**src/core/bus_port_params.svh**
```systemverilog
/*
  Offsets, field positions, reset values and fixed counts for the
  multiplexed address/data bus port.
  Assumes byte addressing on a 32-bit AHB-Lite register bus.
*/
`ifndef BUS_PORT_PARAMS_SVH
`define BUS_PORT_PARAMS_SVH

// Register byte offsets
`define OFS_CTRL        8'h00
`define OFS_ADDR        8'h04
`define OFS_WDATA       8'h08
`define OFS_CMD         8'h0C
`define OFS_STATUS      8'h10
`define OFS_RBUF        8'h20

// Control fields
`define CTRL_WIDTH_LSB  0
`define CTRL_BIG_END    2
`define CTRL_STB_HOLD   3
`define CTRL_RESET      32'h0000_0000

// Command fields
`define CMD_START       0
`define CMD_READ        1
`define CMD_BURST       2
`define CMD_SIZE_LSB    3
`define CMD_MISS        5
`define CMD_FETCH       6

// Status fields
`define STS_BUSY        0
`define STS_DONE        1
`define STS_CFG_LSB     4

// Transfer sizes in bytes
`define WORD_BYTES      3'h4
`define BURST_BYTES     5'h10

`endif

```
**src/core/bus_port_pkg.sv**
```systemverilog
/*
  Types shared by the bus port files.
  Assumes nothing beyond a SystemVerilog compiler.
*/
package bus_port_pkg;

  typedef enum logic [2:0] {
    ST_IDLE = 3'b000,
    ST_ADDR = 3'b001,
    ST_HOLD = 3'b010,
    ST_XFER = 3'b011,
    ST_GAP  = 3'b100
  } bus_state_t;

  typedef enum logic [1:0] {
    PORT_32 = 2'b00,
    PORT_16 = 2'b01,
    PORT_8  = 2'b10
  } port_width_t;

endpackage

```
**src/core/read_buffer_mem.sv**
```systemverilog
/*
  Four-word read buffer with registered read data.
  Assumes one clock; write and read may hit the same word in one cycle,
  in which case the old word is read.
*/
`timescale 1ns/10ps

module read_buffer_mem (
  input  wire logic        clk_sys,
  input  wire logic        wr_en,
  input  wire logic [1:0]  wr_idx,
  input  wire logic [31:0] wr_data,
  input  wire logic [1:0]  rd_idx,
  output logic      [31:0] rd_data
);

  logic [31:0] words [0:3];

  always_ff @(posedge clk_sys) begin
    if (wr_en) begin
      words[wr_idx] <= wr_data;
    end
  end

  always_ff @(posedge clk_sys) begin
    rd_data <= words[rd_idx];
  end

endmodule // read_buffer_mem

```
**src/core/muxed_addr_data_bus_port.sv**
```systemverilog
/*
  Multiplexed address/data bus port with an AHB-Lite register slave.
  Assumes external address latches and memory that answers with a
  level acknowledge held until the read/write strobe is released.
*/
// What this block does
// - Write data phase drives store data
// - Read single or four-word burst into buffer
// - Byte lanes from size, width, byte order
// - Meaningful low bits depend on port width
// - Low address shows current datum throughout
// - Single: exact address, then step pieces
// - Burst: low address counts from zero
// - Low pins sampled as config at reset
// - Diag shows cache miss in address phase on reads
// - Diag shows fetch type in next slot on reads
// - Latch strobe marks valid address
// - Drive permit once bus released on reads
// - Active-low lane strobes on low bits
// - Control bit holds strobes inactive on reads
// - Same lines carry data after address
// - High address bits on upper lines
`timescale 1ns/10ps
`include "bus_port_params.svh"

module muxed_addr_data_bus_port
  import bus_port_pkg::*;
(
  input  wire logic        clk_sys,
  input  wire logic        rst_n,
  input  wire logic        hsel,
  input  wire logic [31:0] haddr,
  input  wire logic [1:0]  htrans,
  input  wire logic        hwrite,
  input  wire logic [2:0]  hsize,
  input  wire logic        hready,
  input  wire logic [31:0] hwdata,
  output logic      [31:0] hrdata,
  output logic             hreadyout,
  output logic             hresp,
  input  wire logic [31:0] ad_in,
  output logic      [31:0] ad_out,
  output logic             ad_oe,
  input  wire logic [3:0]  low_addr_in,
  output logic      [3:0]  low_addr_out,
  output logic             low_addr_oe,
  output logic             ale,
  output logic             diag,
  output logic             data_drive_permit,
  output logic             rd_n,
  output logic             wr_n,
  input  wire logic        data_ack
);

  ////////////////////////////////////////////////////////////////////////
  // Helpers

  function automatic logic [2:0] piece_bytes(input logic [1:0] w);
    unique case (w)
      PORT_16: piece_bytes = 3'h2;
      PORT_8:  piece_bytes = 3'h1;
      default: piece_bytes = 3'h4;
    endcase
  endfunction

  // Active-high lane set for n bytes at offset off
  function automatic logic [3:0] lane_set(input logic [1:0] off,
                                          input logic [2:0] n,
                                          input logic       big);
    logic [2:0] i3;
    lane_set = 4'h0;
    for (int i = 0; i < 4; i++) begin
      i3 = 3'(i);
      if (i3 >= {1'b0, off} && i3 < ({1'b0, off} + n)) begin
        if (big) begin
          lane_set[3 - i] = 1'b1;
        end else begin
          lane_set[i] = 1'b1;
        end
      end
    end
  endfunction

  // Bit shift of a piece within its word
  function automatic logic [4:0] lane_shift(input logic [1:0] off,
                                            input logic [2:0] n,
                                            input logic       big);
    logic [2:0] lane;
    lane = big ? 3'(3'h4 - {1'b0, off} - n) : {1'b0, off};
    lane_shift = {lane[1:0], 3'b000};
  endfunction

  function automatic logic [31:0] piece_mask(input logic [2:0] n);
    unique case (n)
      3'h1:    piece_mask = 32'h0000_00FF;
      3'h2:    piece_mask = 32'h0000_FFFF;
      default: piece_mask = 32'hFFFF_FFFF;
    endcase
  endfunction

  ////////////////////////////////////////////////////////////////////////
  // Pin synchronisers and reset configuration

  logic [31:0] ad_meta;
  logic [31:0] ad_s;
  logic        ack_meta;
  logic        ack_s;
  logic [3:0]  cfg_meta;
  logic [3:0]  cfg_s;
  logic [3:0]  reset_cfg;
  logic        cfg_taken;

  always_ff @(posedge clk_sys) begin
    ad_meta  <= ad_in;
    ad_s     <= ad_meta;
    ack_meta <= data_ack;
    ack_s    <= ack_meta;
    cfg_meta <= low_addr_in;
    cfg_s    <= cfg_meta;
  end

  // Pins are still inputs on the first edge after release
  always_ff @(posedge clk_sys) begin
    if (!rst_n) begin
      reset_cfg <= 4'h0;
      cfg_taken <= 1'b0;
    end else if (!cfg_taken) begin
      reset_cfg <= cfg_s;
      cfg_taken <= 1'b1;
    end
  end

  ////////////////////////////////////////////////////////////////////////
  // Register slave

  logic [31:0] ctrl;
  logic [31:0] xfer_addr;
  logic [31:0] wdata;
  logic [6:0]  cmd;
  logic        start_req;
  logic        done_clr;
  logic        busy;
  logic        done;
  logic        wr_pend;
  logic        rd_pend;
  logic [7:0]  reg_ofs;
  logic [31:0] rbuf_word;
  logic        accept;

  assign accept = hsel && htrans[1] && hready;

  always_ff @(posedge clk_sys) begin
    if (!rst_n) begin
      wr_pend   <= 1'b0;
      rd_pend   <= 1'b0;
      reg_ofs   <= 8'h00;
      hreadyout <= 1'b1;
      hresp     <= 1'b0;
      hrdata    <= 32'h0000_0000;
    end else begin
      wr_pend <= accept && hwrite;
      rd_pend <= accept && !hwrite;
      if (accept) begin
        reg_ofs <= haddr[7:0];
      end
      // One wait state lets the buffer read settle into a register
      if (accept && !hwrite) begin
        hreadyout <= 1'b0;
      end else begin
        hreadyout <= 1'b1;
      end
      if (rd_pend) begin
        unique case (reg_ofs)
          `OFS_CTRL:   hrdata <= ctrl;
          `OFS_ADDR:   hrdata <= xfer_addr;
          `OFS_WDATA:  hrdata <= wdata;
          `OFS_CMD:    hrdata <= {25'h000_0000, cmd};
          `OFS_STATUS: hrdata <= {24'h00_0000, reset_cfg, 2'b00, done, busy};
          8'h20, 8'h24, 8'h28, 8'h2C: hrdata <= rbuf_word;
          default:     hrdata <= 32'h0000_0000;
        endcase
      end
    end
  end

  always_ff @(posedge clk_sys) begin
    if (!rst_n) begin
      ctrl      <= `CTRL_RESET;
      xfer_addr <= 32'h0000_0000;
      wdata     <= 32'h0000_0000;
      cmd       <= 7'h00;
      start_req <= 1'b0;
      done_clr  <= 1'b0;
    end else begin
      start_req <= 1'b0;
      done_clr  <= 1'b0;
      if (wr_pend) begin
        unique case (reg_ofs)
          `OFS_CTRL:  ctrl <= {28'h000_0000, hwdata[3:0]};
          `OFS_ADDR:  xfer_addr <= hwdata;
          `OFS_WDATA: wdata <= hwdata;
          `OFS_CMD: begin
            if (!busy) begin
              cmd       <= hwdata[6:0];
              start_req <= hwdata[`CMD_START];
            end
          end
          `OFS_STATUS: done_clr <= hwdata[`STS_DONE];
          default: ;
        endcase
      end
    end
  end

  ////////////////////////////////////////////////////////////////////////
  // Bus transaction engine

  bus_state_t  state;
  logic [1:0]  pw;
  logic        big;
  logic [2:0]  pbytes;
  logic [2:0]  dbytes;
  logic        is_rd;
  logic        is_burst;
  logic [4:0]  remain;
  logic [31:0] acc;
  logic [31:0] next_acc;
  logic [4:0]  sh;
  logic [2:0]  wn;
  logic [3:0]  lanes;
  logic        buf_we;
  logic        wide;
  logic [31:0] wr_piece;

  assign pw     = ctrl[`CTRL_WIDTH_LSB +: 2];
  assign big    = ctrl[`CTRL_BIG_END];
  assign pbytes = piece_bytes(pw);
  // Size code 3 taken as a word, so a transfer always ends
  assign dbytes = cmd[`CMD_SIZE_LSB + 1] ? 3'h4
                                         : 3'(3'h1 << cmd[`CMD_SIZE_LSB]);
  // Piece width on the lines: the datum if narrower than the port, outside bursts
  assign wn     = (dbytes < pbytes && !is_burst) ? dbytes : pbytes;
  assign sh     = lane_shift(low_addr_out[1:0], wn, big);
  // A full-width port keeps each byte on its own lane
  assign wide     = (pw == PORT_32);
  assign wr_piece = wide ? (wdata & (piece_mask(wn) << sh))
                         : ((wdata >> sh) & piece_mask(wn));
  assign next_acc = acc | (wide ? (ad_s & (piece_mask(wn) << sh))
                                : ((ad_s & piece_mask(wn)) << sh));

  always_comb begin
    if (cmd[`CMD_BURST] && cmd[`CMD_READ]) begin
      lanes = 4'hF;
    end else begin
      lanes = lane_set(xfer_addr[1:0], dbytes, big);
    end
    if (cmd[`CMD_READ] && ctrl[`CTRL_STB_HOLD]) begin
      lanes = 4'h0;
    end
  end

  always_ff @(posedge clk_sys) begin
    if (!rst_n) begin
      state             <= ST_IDLE;
      is_rd             <= 1'b0;
      is_burst          <= 1'b0;
      remain            <= 5'h00;
      acc               <= 32'h0000_0000;
      busy              <= 1'b0;
      done              <= 1'b0;
      ad_out            <= 32'h0000_0000;
      ad_oe             <= 1'b0;
      low_addr_out      <= 4'h0;
      low_addr_oe       <= 1'b0;
      ale               <= 1'b0;
      diag              <= 1'b0;
      data_drive_permit <= 1'b0;
      rd_n              <= 1'b1;
      wr_n              <= 1'b1;
    end else begin
      // Completion outranks a clear arriving in the same cycle
      if (done_clr) begin
        done <= 1'b0;
      end
      low_addr_oe <= cfg_taken;
      unique case (state)
        ST_IDLE: begin
          if (start_req) begin
            is_rd    <= cmd[`CMD_READ];
            is_burst <= cmd[`CMD_READ] && cmd[`CMD_BURST];
            acc      <= 32'h0000_0000;
            busy     <= 1'b1;
            done     <= 1'b0;
            ale      <= 1'b1;
            ad_oe    <= 1'b1;
            ad_out   <= {xfer_addr[31:4], ~lanes};
            if (cmd[`CMD_READ] && cmd[`CMD_BURST]) begin
              low_addr_out <= 4'h0;
              remain       <= `BURST_BYTES;
            end else begin
              low_addr_out <= xfer_addr[3:0];
              // A datum narrower than the port is one piece
              remain       <= {2'b00, dbytes};
            end
            diag  <= cmd[`CMD_READ] && cmd[`CMD_MISS];
            state <= ST_ADDR;
          end
        end
        ST_ADDR: begin
          ale   <= 1'b0;
          state <= ST_HOLD;
        end
        ST_HOLD: begin
          if (is_rd) begin
            ad_oe             <= 1'b0;
            data_drive_permit <= 1'b1;
            diag              <= cmd[`CMD_FETCH];
            rd_n              <= 1'b0;
          end else begin
            ad_out <= wr_piece;
            wr_n   <= 1'b0;
          end
          state <= ST_XFER;
        end
        ST_XFER: begin
          if (ack_s) begin
            if (is_rd) begin
              acc <= next_acc;
            end
            rd_n         <= 1'b1;
            wr_n         <= 1'b1;
            low_addr_out <= low_addr_out + {1'b0, wn};
            remain       <= remain - {2'b00, wn};
            state        <= ST_GAP;
          end
        end
        ST_GAP: begin
          if (low_addr_out[1:0] == 2'b00) begin
            acc <= 32'h0000_0000;
          end
          if (!ack_s) begin
            if (remain == 5'h00) begin
              ad_oe             <= 1'b0;
              data_drive_permit <= 1'b0;
              diag              <= 1'b0;
              busy              <= 1'b0;
              done              <= 1'b1;
              state             <= ST_IDLE;
            end else if (is_rd) begin
              rd_n  <= 1'b0;
              state <= ST_XFER;
            end else begin
              ad_out <= wr_piece;
              wr_n   <= 1'b0;
              state  <= ST_XFER;
            end
          end
        end
        default: state <= ST_IDLE;
      endcase
    end
  end

  assign buf_we = (state == ST_XFER) && ack_s && is_rd;

  ////////////////////////////////////////////////////////////////////////
  // Read buffer

  read_buffer_mem u_rbuf (
    .clk_sys (clk_sys),
    .wr_en   (buf_we),
    .wr_idx  (low_addr_out[3:2]),
    .wr_data (next_acc),
    .rd_idx  (haddr[3:2]),
    .rd_data (rbuf_word)
  );

endmodule // muxed_addr_data_bus_port

```
**config.mk**
```make
export PLATFORM = sky130hd
export DESIGN_NAME = muxed_addr_data_bus_port
export DESIGN_NICKNAME = d
export VERILOG_FILES = /design/src/core/bus_port_pkg.sv /design/src/core/read_buffer_mem.sv /design/src/core/muxed_addr_data_bus_port.sv
export VERILOG_INCLUDE_DIRS = /design/src /design/src/core
export SDC_FILE = /design/constraint.sdc
export NUM_CORES = 1
export LEC_CHECK = 0
export BUFFER_PORTS_ARGS = -buffer_cell sky130_fd_sc_hd__buf_2
export CAP_MARGIN = 20
export CORE_ASPECT_RATIO = 2
export CORE_MARGIN = 8
export CORE_UTILIZATION = 50
export DETAILED_ROUTE_END_ITERATION = 10
export HOLD_SLACK_MARGIN = 0.15
export PLACE_DENSITY = 0.72
export RECOVER_POWER = 50
export SYNTH_ARGS = -nofsm -noshare
export SYNTH_HDL_FRONTEND = slang
export SYNTH_SLANG_ARGS = --single-unit
```
**constraint.sdc**
```tcl
create_clock -name clk_sys -period 4.3 [get_ports clk_sys]
set_input_delay 0.645 -clock clk_sys [delete_from_list [all_inputs] [get_ports clk_sys]]
set_output_delay 0.645 -clock clk_sys [all_outputs]
set_load 0.03 [all_outputs]
```
==> impl_results.html <==
<table>
<tr><th>Metric</th><th>Value</th></tr>
<tr><th colspan="2">Status</th></tr>
<tr><td>Result of the run</td><td>finished with violations</td></tr>
<tr><td>Violated checks</td><td>max-capacitance violations, max-slew violations</td></tr>
<tr><th colspan="2">Critical path</th></tr>
<tr><td>Critical path depth</td><td>18</td></tr>
<tr><td>Crit Reg-Reg Endpoint</td><td>u_rbuf.words[1][11]</td></tr>
<tr><td>Highest fanout seen on the critical path</td><td>16</td></tr>
<tr><td>CP max stage delay</td><td>between 0.4 and 0.5 ns</td></tr>
<tr><td>Internal reg-to-reg setup slack</td><td>between 0.1 and 0.15 ns</td></tr>
<tr><td>Worst reg2reg startpoint</td><td>ctrl[1]</td></tr>
<tr><td>Nature of the critical path startpoint</td><td>flop</td></tr>
<tr><td>Critical Path End Type</td><td>flop</td></tr>
<tr><td>WP data arrival</td><td>between 4 and 5 ns</td></tr>
<tr><td>Worst Reg-to-Reg Cells</td><td>18</td></tr>
<tr><td>Category of the critical setup timing path</td><td>reg -&gt; reg</td></tr>
<tr><td>Worst path buffer plus inverter count</td><td>5</td></tr>
<tr><td>Kind of cell with the highest combined delay on the critical path</td><td>compound AO/OA/AOI/OAI gates</td></tr>
<tr><td>Crit-path cells</td><td>inv_1, ha_1, ha_2, or2_1, buf_4, nor2_1, nand2_1, a21o_1, inv_1, ha_2, nand2_1, nand2_1, a211oi_1, nor3_2, buf_4, o21ai_2, buf_4, o21ai_0</td></tr>
<tr><td>Slowest library cell on the worst path</td><td>sky130_fd_sc_hd__a211oi_1</td></tr>
<tr><td>CP required</td><td>4.51 ns</td></tr>
<tr><th colspan="2">Power and ir drop</th></tr>
<tr><td>Leak pwr</td><td>7.05 nW</td></tr>
<tr><td>Power Total</td><td>0.00824 W</td></tr>
<tr><td>Worst vdd ir</td><td>between 0.3 and 0.4 mV</td></tr>
<tr><td>Power Density</td><td>between 400 and 500 nW/um^2</td></tr>
<tr><th colspan="2">CTS</th></tr>
<tr><td>H-Tree Level Count</td><td>2</td></tr>
<tr><td>Clock sink total</td><td>446</td></tr>
<tr><td>Clock latency of the later-clocked register in the worst-skew pair</td><td>about 0.57 ns</td></tr>
<tr><td>Clk buf depth</td><td>3</td></tr>
<tr><td>Clock tree from TritonCTS</td><td>done</td></tr>
<tr><td>Root buffer selected by CTS</td><td>sky130_fd_sc_hd__clkbuf_16</td></tr>
<tr><td>Register clock-pin slew on the reported worst setup and hold paths</td><td>around 0.07 ns</td></tr>
<tr><td>CTS Buf Count</td><td>39</td></tr>
<tr><th colspan="2">Hold path</th></tr>
<tr><td>Worst hold path cell count</td><td>1</td></tr>
<tr><td>Min-Delay Endpoint</td><td>ad_meta[19]</td></tr>
<tr><td>Hold path startpoint</td><td>ad_in[19]</td></tr>
<tr><td>Worst min-delay path class</td><td>in -&gt; reg</td></tr>
<tr><th colspan="2">STA</th></tr>
<tr><td>Final setup TNS</td><td>0 ns</td></tr>
<tr><td>Crit path setup slack, layout</td><td>between 0.1 and 0.15 ns</td></tr>
<tr><td>Fmax</td><td>239 MHz</td></tr>
<tr><td>Final period util</td><td>0.973</td></tr>
<tr><td>Worst relative slew slack</td><td>-0.430</td></tr>
<tr><td>Final setup violation count</td><td>0</td></tr>
<tr><td>Setup repair after global routing missed its margin</td><td>yes</td></tr>
<tr><td>Slew at the pin closest to its max-slew limit</td><td>around 2.1 ns</td></tr>
<tr><td>Final hold violations</td><td>0</td></tr>
<tr><td>Post-layout minimum cycle time</td><td>around 4.2 ns</td></tr>
<tr><td>Largest clock skew in the final design</td><td>0.0299 ns</td></tr>
<tr><td>Number of pins with negative max-slew slack in the final report</td><td>173</td></tr>
<tr><th colspan="2">Yosys</th></tr>
<tr><td>Number of enable flip-flop cells after synthesis</td><td>around 130</td></tr>
<tr><td>Asr flop ratio synth</td><td>0</td></tr>
<tr><td>Synth Register Bits</td><td>446</td></tr>
<tr><td>Post-synthesis instance total</td><td>approximately 1.6k</td></tr>
<tr><td>Mapped cell area</td><td>17500 sq um</td></tr>
<tr><td>Count of warnings emitted by yosys</td><td>0</td></tr>
<tr><td>Area contributors post-synth</td><td>sky130_fd_sc_hd__dfxtp_1 (36%), sky130_fd_sc_hd__edfxtp_1 (22%), sky130_fd_sc_hd__nand2_1 (5.1%)</td></tr>
<tr><td>Post-Synthesis Net Count</td><td>approximately 1.7k</td></tr>
<tr><td>Cell taking the most area after synthesis</td><td>sky130_fd_sc_hd__dfxtp_1</td></tr>
<tr><td>Mean instance size in the synthesized netlist</td><td>10.8 sq um</td></tr>
<tr><td>Leading register cell type out of synthesis</td><td>sky130_fd_sc_hd__dfxtp_1</td></tr>
<tr><td>Number of distinct library cells after synthesis</td><td>74</td></tr>
<tr><td>Sequential area share after synthesis</td><td>0.583</td></tr>
<tr><td>Share of the synthesized area in the top cell type</td><td>0.364</td></tr>
<tr><th colspan="2">Placed design</th></tr>
<tr><td>Dpl hpwl</td><td>roughly 34000 um</td></tr>
<tr><td>Final weighted congestion in routability-driven placement</td><td>approximately 0.94</td></tr>
<tr><td>Setup slack after placement</td><td>between 0.1 and 0.15 ns</td></tr>
<tr><td>Port Buffers</td><td>approximately 160</td></tr>
<tr><th colspan="2">GRT</th></tr>
<tr><td>GRT Resource Usage Total</td><td>0.235</td></tr>
<tr><td>Global-route wire length before repair</td><td>approximately 76000 um</td></tr>
<tr><td>Via count of the first global-routing pass</td><td>~13k</td></tr>
<tr><td>Number of antenna violations at the first check in global routing</td><td>3</td></tr>
<tr><td>Maximum number of pins on one net before global-route repair</td><td>75</td></tr>
<tr><td>Residual overflow from global routing</td><td>0</td></tr>
<tr><th colspan="2">Die</th></tr>
<tr><td>Die boundary width</td><td>roughly 150 um</td></tr>
<tr><td>Area enclosed by the die boundary</td><td>approximately 42000 sq um</td></tr>
<tr><td>Die outline height</td><td>between 200 and 300 um</td></tr>
<tr><td>Area of the core</td><td>34700 sq um</td></tr>
<tr><td>Effective utilization at floorplan</td><td>0.504</td></tr>
<tr><td>Number of rows in the core area</td><td>97</td></tr>
<tr><td>Ports</td><td>roughly 190</td></tr>
<tr><th colspan="2">Drt</th></tr>
<tr><td>Count of routing violations after the opening detailed-route iteration</td><td>~1.7k</td></tr>
<tr><td>Via count normalized by instance count</td><td>roughly 6.1</td></tr>
<tr><td>Routed wire length</td><td>between 40000 and 50000 um</td></tr>
<tr><td>Detail-routed net length per standard cell</td><td>~22 um</td></tr>
<tr><td>Drt first pass iters</td><td>7</td></tr>
<tr><td>Via count</td><td>13.6k</td></tr>
<tr><td>Detailed-route DRC error count</td><td>0</td></tr>
<tr><td>Detail Route Antenna Nets</td><td>0</td></tr>
<tr><th colspan="2">Final layout</th></tr>
<tr><td>Share of layout cells above drive strength 1</td><td>0.142</td></tr>
<tr><td>Syn-to-layout area delta</td><td>14.7%</td></tr>
<tr><td>Layout Nets</td><td>roughly 1.9k</td></tr>
<tr><th colspan="2">Flow run</th></tr>
<tr><td>Max-cap violation count</td><td>5</td></tr>
</table>
## Yosys cell counts, drive strengths merged (17+ instances only)
library cell / number
a221o: 25
nand3: 32
a221oi: 17
a21o: 32
mux2i: 25
edfxtp: 128
nand2b: 17
o21ai: 61
nor3: 25
mux4: 32
clkbuf: 78
a21oi: 160
and2: 28
inv: 39
a22oi: 33
nand2: 239
a222oi: 32
dfxtp: 318
nor2: 71
buf: 38
## metal layers
metal | wire length [um] | vias to the layer above | track usage
met5 | 26 | - | 0
li1 | - | 6255 | -
met3 | 4350 | 127 | 0.0383
met2 | 23700 | 740 | 0.380
met1 | 19500 | 6515 | 0.302
met4 | 2370 | 4 | 0.113
## sequential cells by signal, summed over array words and instances (netlist names), 3 cells and up
name	count
ad_s	32
cmd	7
remain	5
ad_out	32
ad_meta	32
ctrl	4
low_addr_out	4
wdata	32
state	3
xfer_addr	32
cfg_s	4
reg_ofs	8
cfg_meta	4
u_rbuf.rd_data	32
hrdata	32
u_rbuf.words	128
reset_cfg	4
acc	32
## per-stage QoR
step | hold WS, ns | instances | instance area, sq um | utilization
2_1_floorplan | 0.310 | 1616 | 17500 | -
6_report | 0.178 | 2236 | 20100 | 0.579
4_1_cts | 0.150 | 2233 | 20200 | 0.582
3_5_place_dp | 0.312 | 2147 | 18800 | 0.541
5_1_grt | 0.155 | 2236 | 20100 | 0.579
3_3_place_gp | 0.310 | 2146 | 18800 | 0.540
## final cells by class
class,count,area [sq um]
fillers,2975,14600
clock buffers,46,1020
diodes,1,2.50
well taps,445,557
multi-input cells,1014,6690
clock inverters,26,274
flip-flops and latches,446,10200
inverters,40,153
repair buffers,218,1170
## worst reg2reg max path, stage by stage, from the launching register on
cell,delay (ns)
sky130_fd_sc_hd__dfxtp_1,0.39
sky130_fd_sc_hd__inv_1,0.08
sky130_fd_sc_hd__ha_1,0.34
sky130_fd_sc_hd__ha_2,0.20
sky130_fd_sc_hd__or2_1,0.25
sky130_fd_sc_hd__buf_4,0.18
sky130_fd_sc_hd__nor2_1,0.18
sky130_fd_sc_hd__nand2_1,0.09
sky130_fd_sc_hd__a21o_1,0.23
sky130_fd_sc_hd__inv_1,0.08
sky130_fd_sc_hd__ha_2,0.31
sky130_fd_sc_hd__nand2_1,0.10
sky130_fd_sc_hd__nand2_1,0.09
sky130_fd_sc_hd__a211oi_1,0.42
sky130_fd_sc_hd__nor3_2,0.11
sky130_fd_sc_hd__buf_4,0.18
sky130_fd_sc_hd__o21ai_2,0.12
sky130_fd_sc_hd__buf_4,0.22
sky130_fd_sc_hd__o21ai_0,0.25
## kinds of logic (layout without fill, tap and decap cells)
group,after synthesis,in the layout,share of synthesized area
AOI/OAI and AO/OA,466,466,0.186
xor gates and xnor gates,5,5,0.00250
adders and majority gates,15,15,0.0116
buffers and inverters,156,330,0.0362
DFF,446,446,0.583
muxes,62,62,0.0587
other,1,2,0.000214
and+or+nand+nor,465,465,0.122
## worst max path at each step
stage / startpoint / end / slack (ns)
detailed placement: ctrl[0] / u_rbuf.words[0][28] / 0.13
global route: ctrl[1] / ad_out[12] / -0.07
floorplan: ctrl[0] / u_rbuf.words[0][28] / 0.14
finish: ctrl[1] / u_rbuf.words[1][11] / 0.12
global placement: ctrl[0] / u_rbuf.words[2][19] / 0.04
CTS: ctrl[1] / u_rbuf.words[3][28] / 0.12
## placed cells by master (no fill, tap or decap), types with 38 or more instances in the layout
master	netlist	final
sky130_fd_sc_hd__inv_1	39	38
sky130_fd_sc_hd__buf_2	26	80
sky130_fd_sc_hd__nand2_1	239	239
sky130_fd_sc_hd__o21ai_0	54	54
sky130_fd_sc_hd__dfxtp_1	318	318
sky130_fd_sc_hd__clkbuf_16	0	39
sky130_fd_sc_hd__a21oi_1	159	157
sky130_fd_sc_hd__nor2_1	71	70
sky130_fd_sc_hd__clkbuf_1	78	86
sky130_fd_sc_hd__edfxtp_1	128	128
sky130_fd_sc_hd__buf_4	2	39
## power by group
| group | switching (W) | internal, W | leakage (nW) |
|---|---|---|---|
| registers | 0.0000512 | 0.00437 | 3.75 |
| logic | 0.000170 | 0.000103 | 2.66 |
| clock network | 0.00166 | 0.00189 | 0.639 |
## repair_timing
item,CTS,global route
hold endpoints to repair,14,0
setup buffers,0,2
hold buffers,14,0
resized for setup,0,5
setup endpoints to repair,0,68
Power figures use the tool's default switching activity.
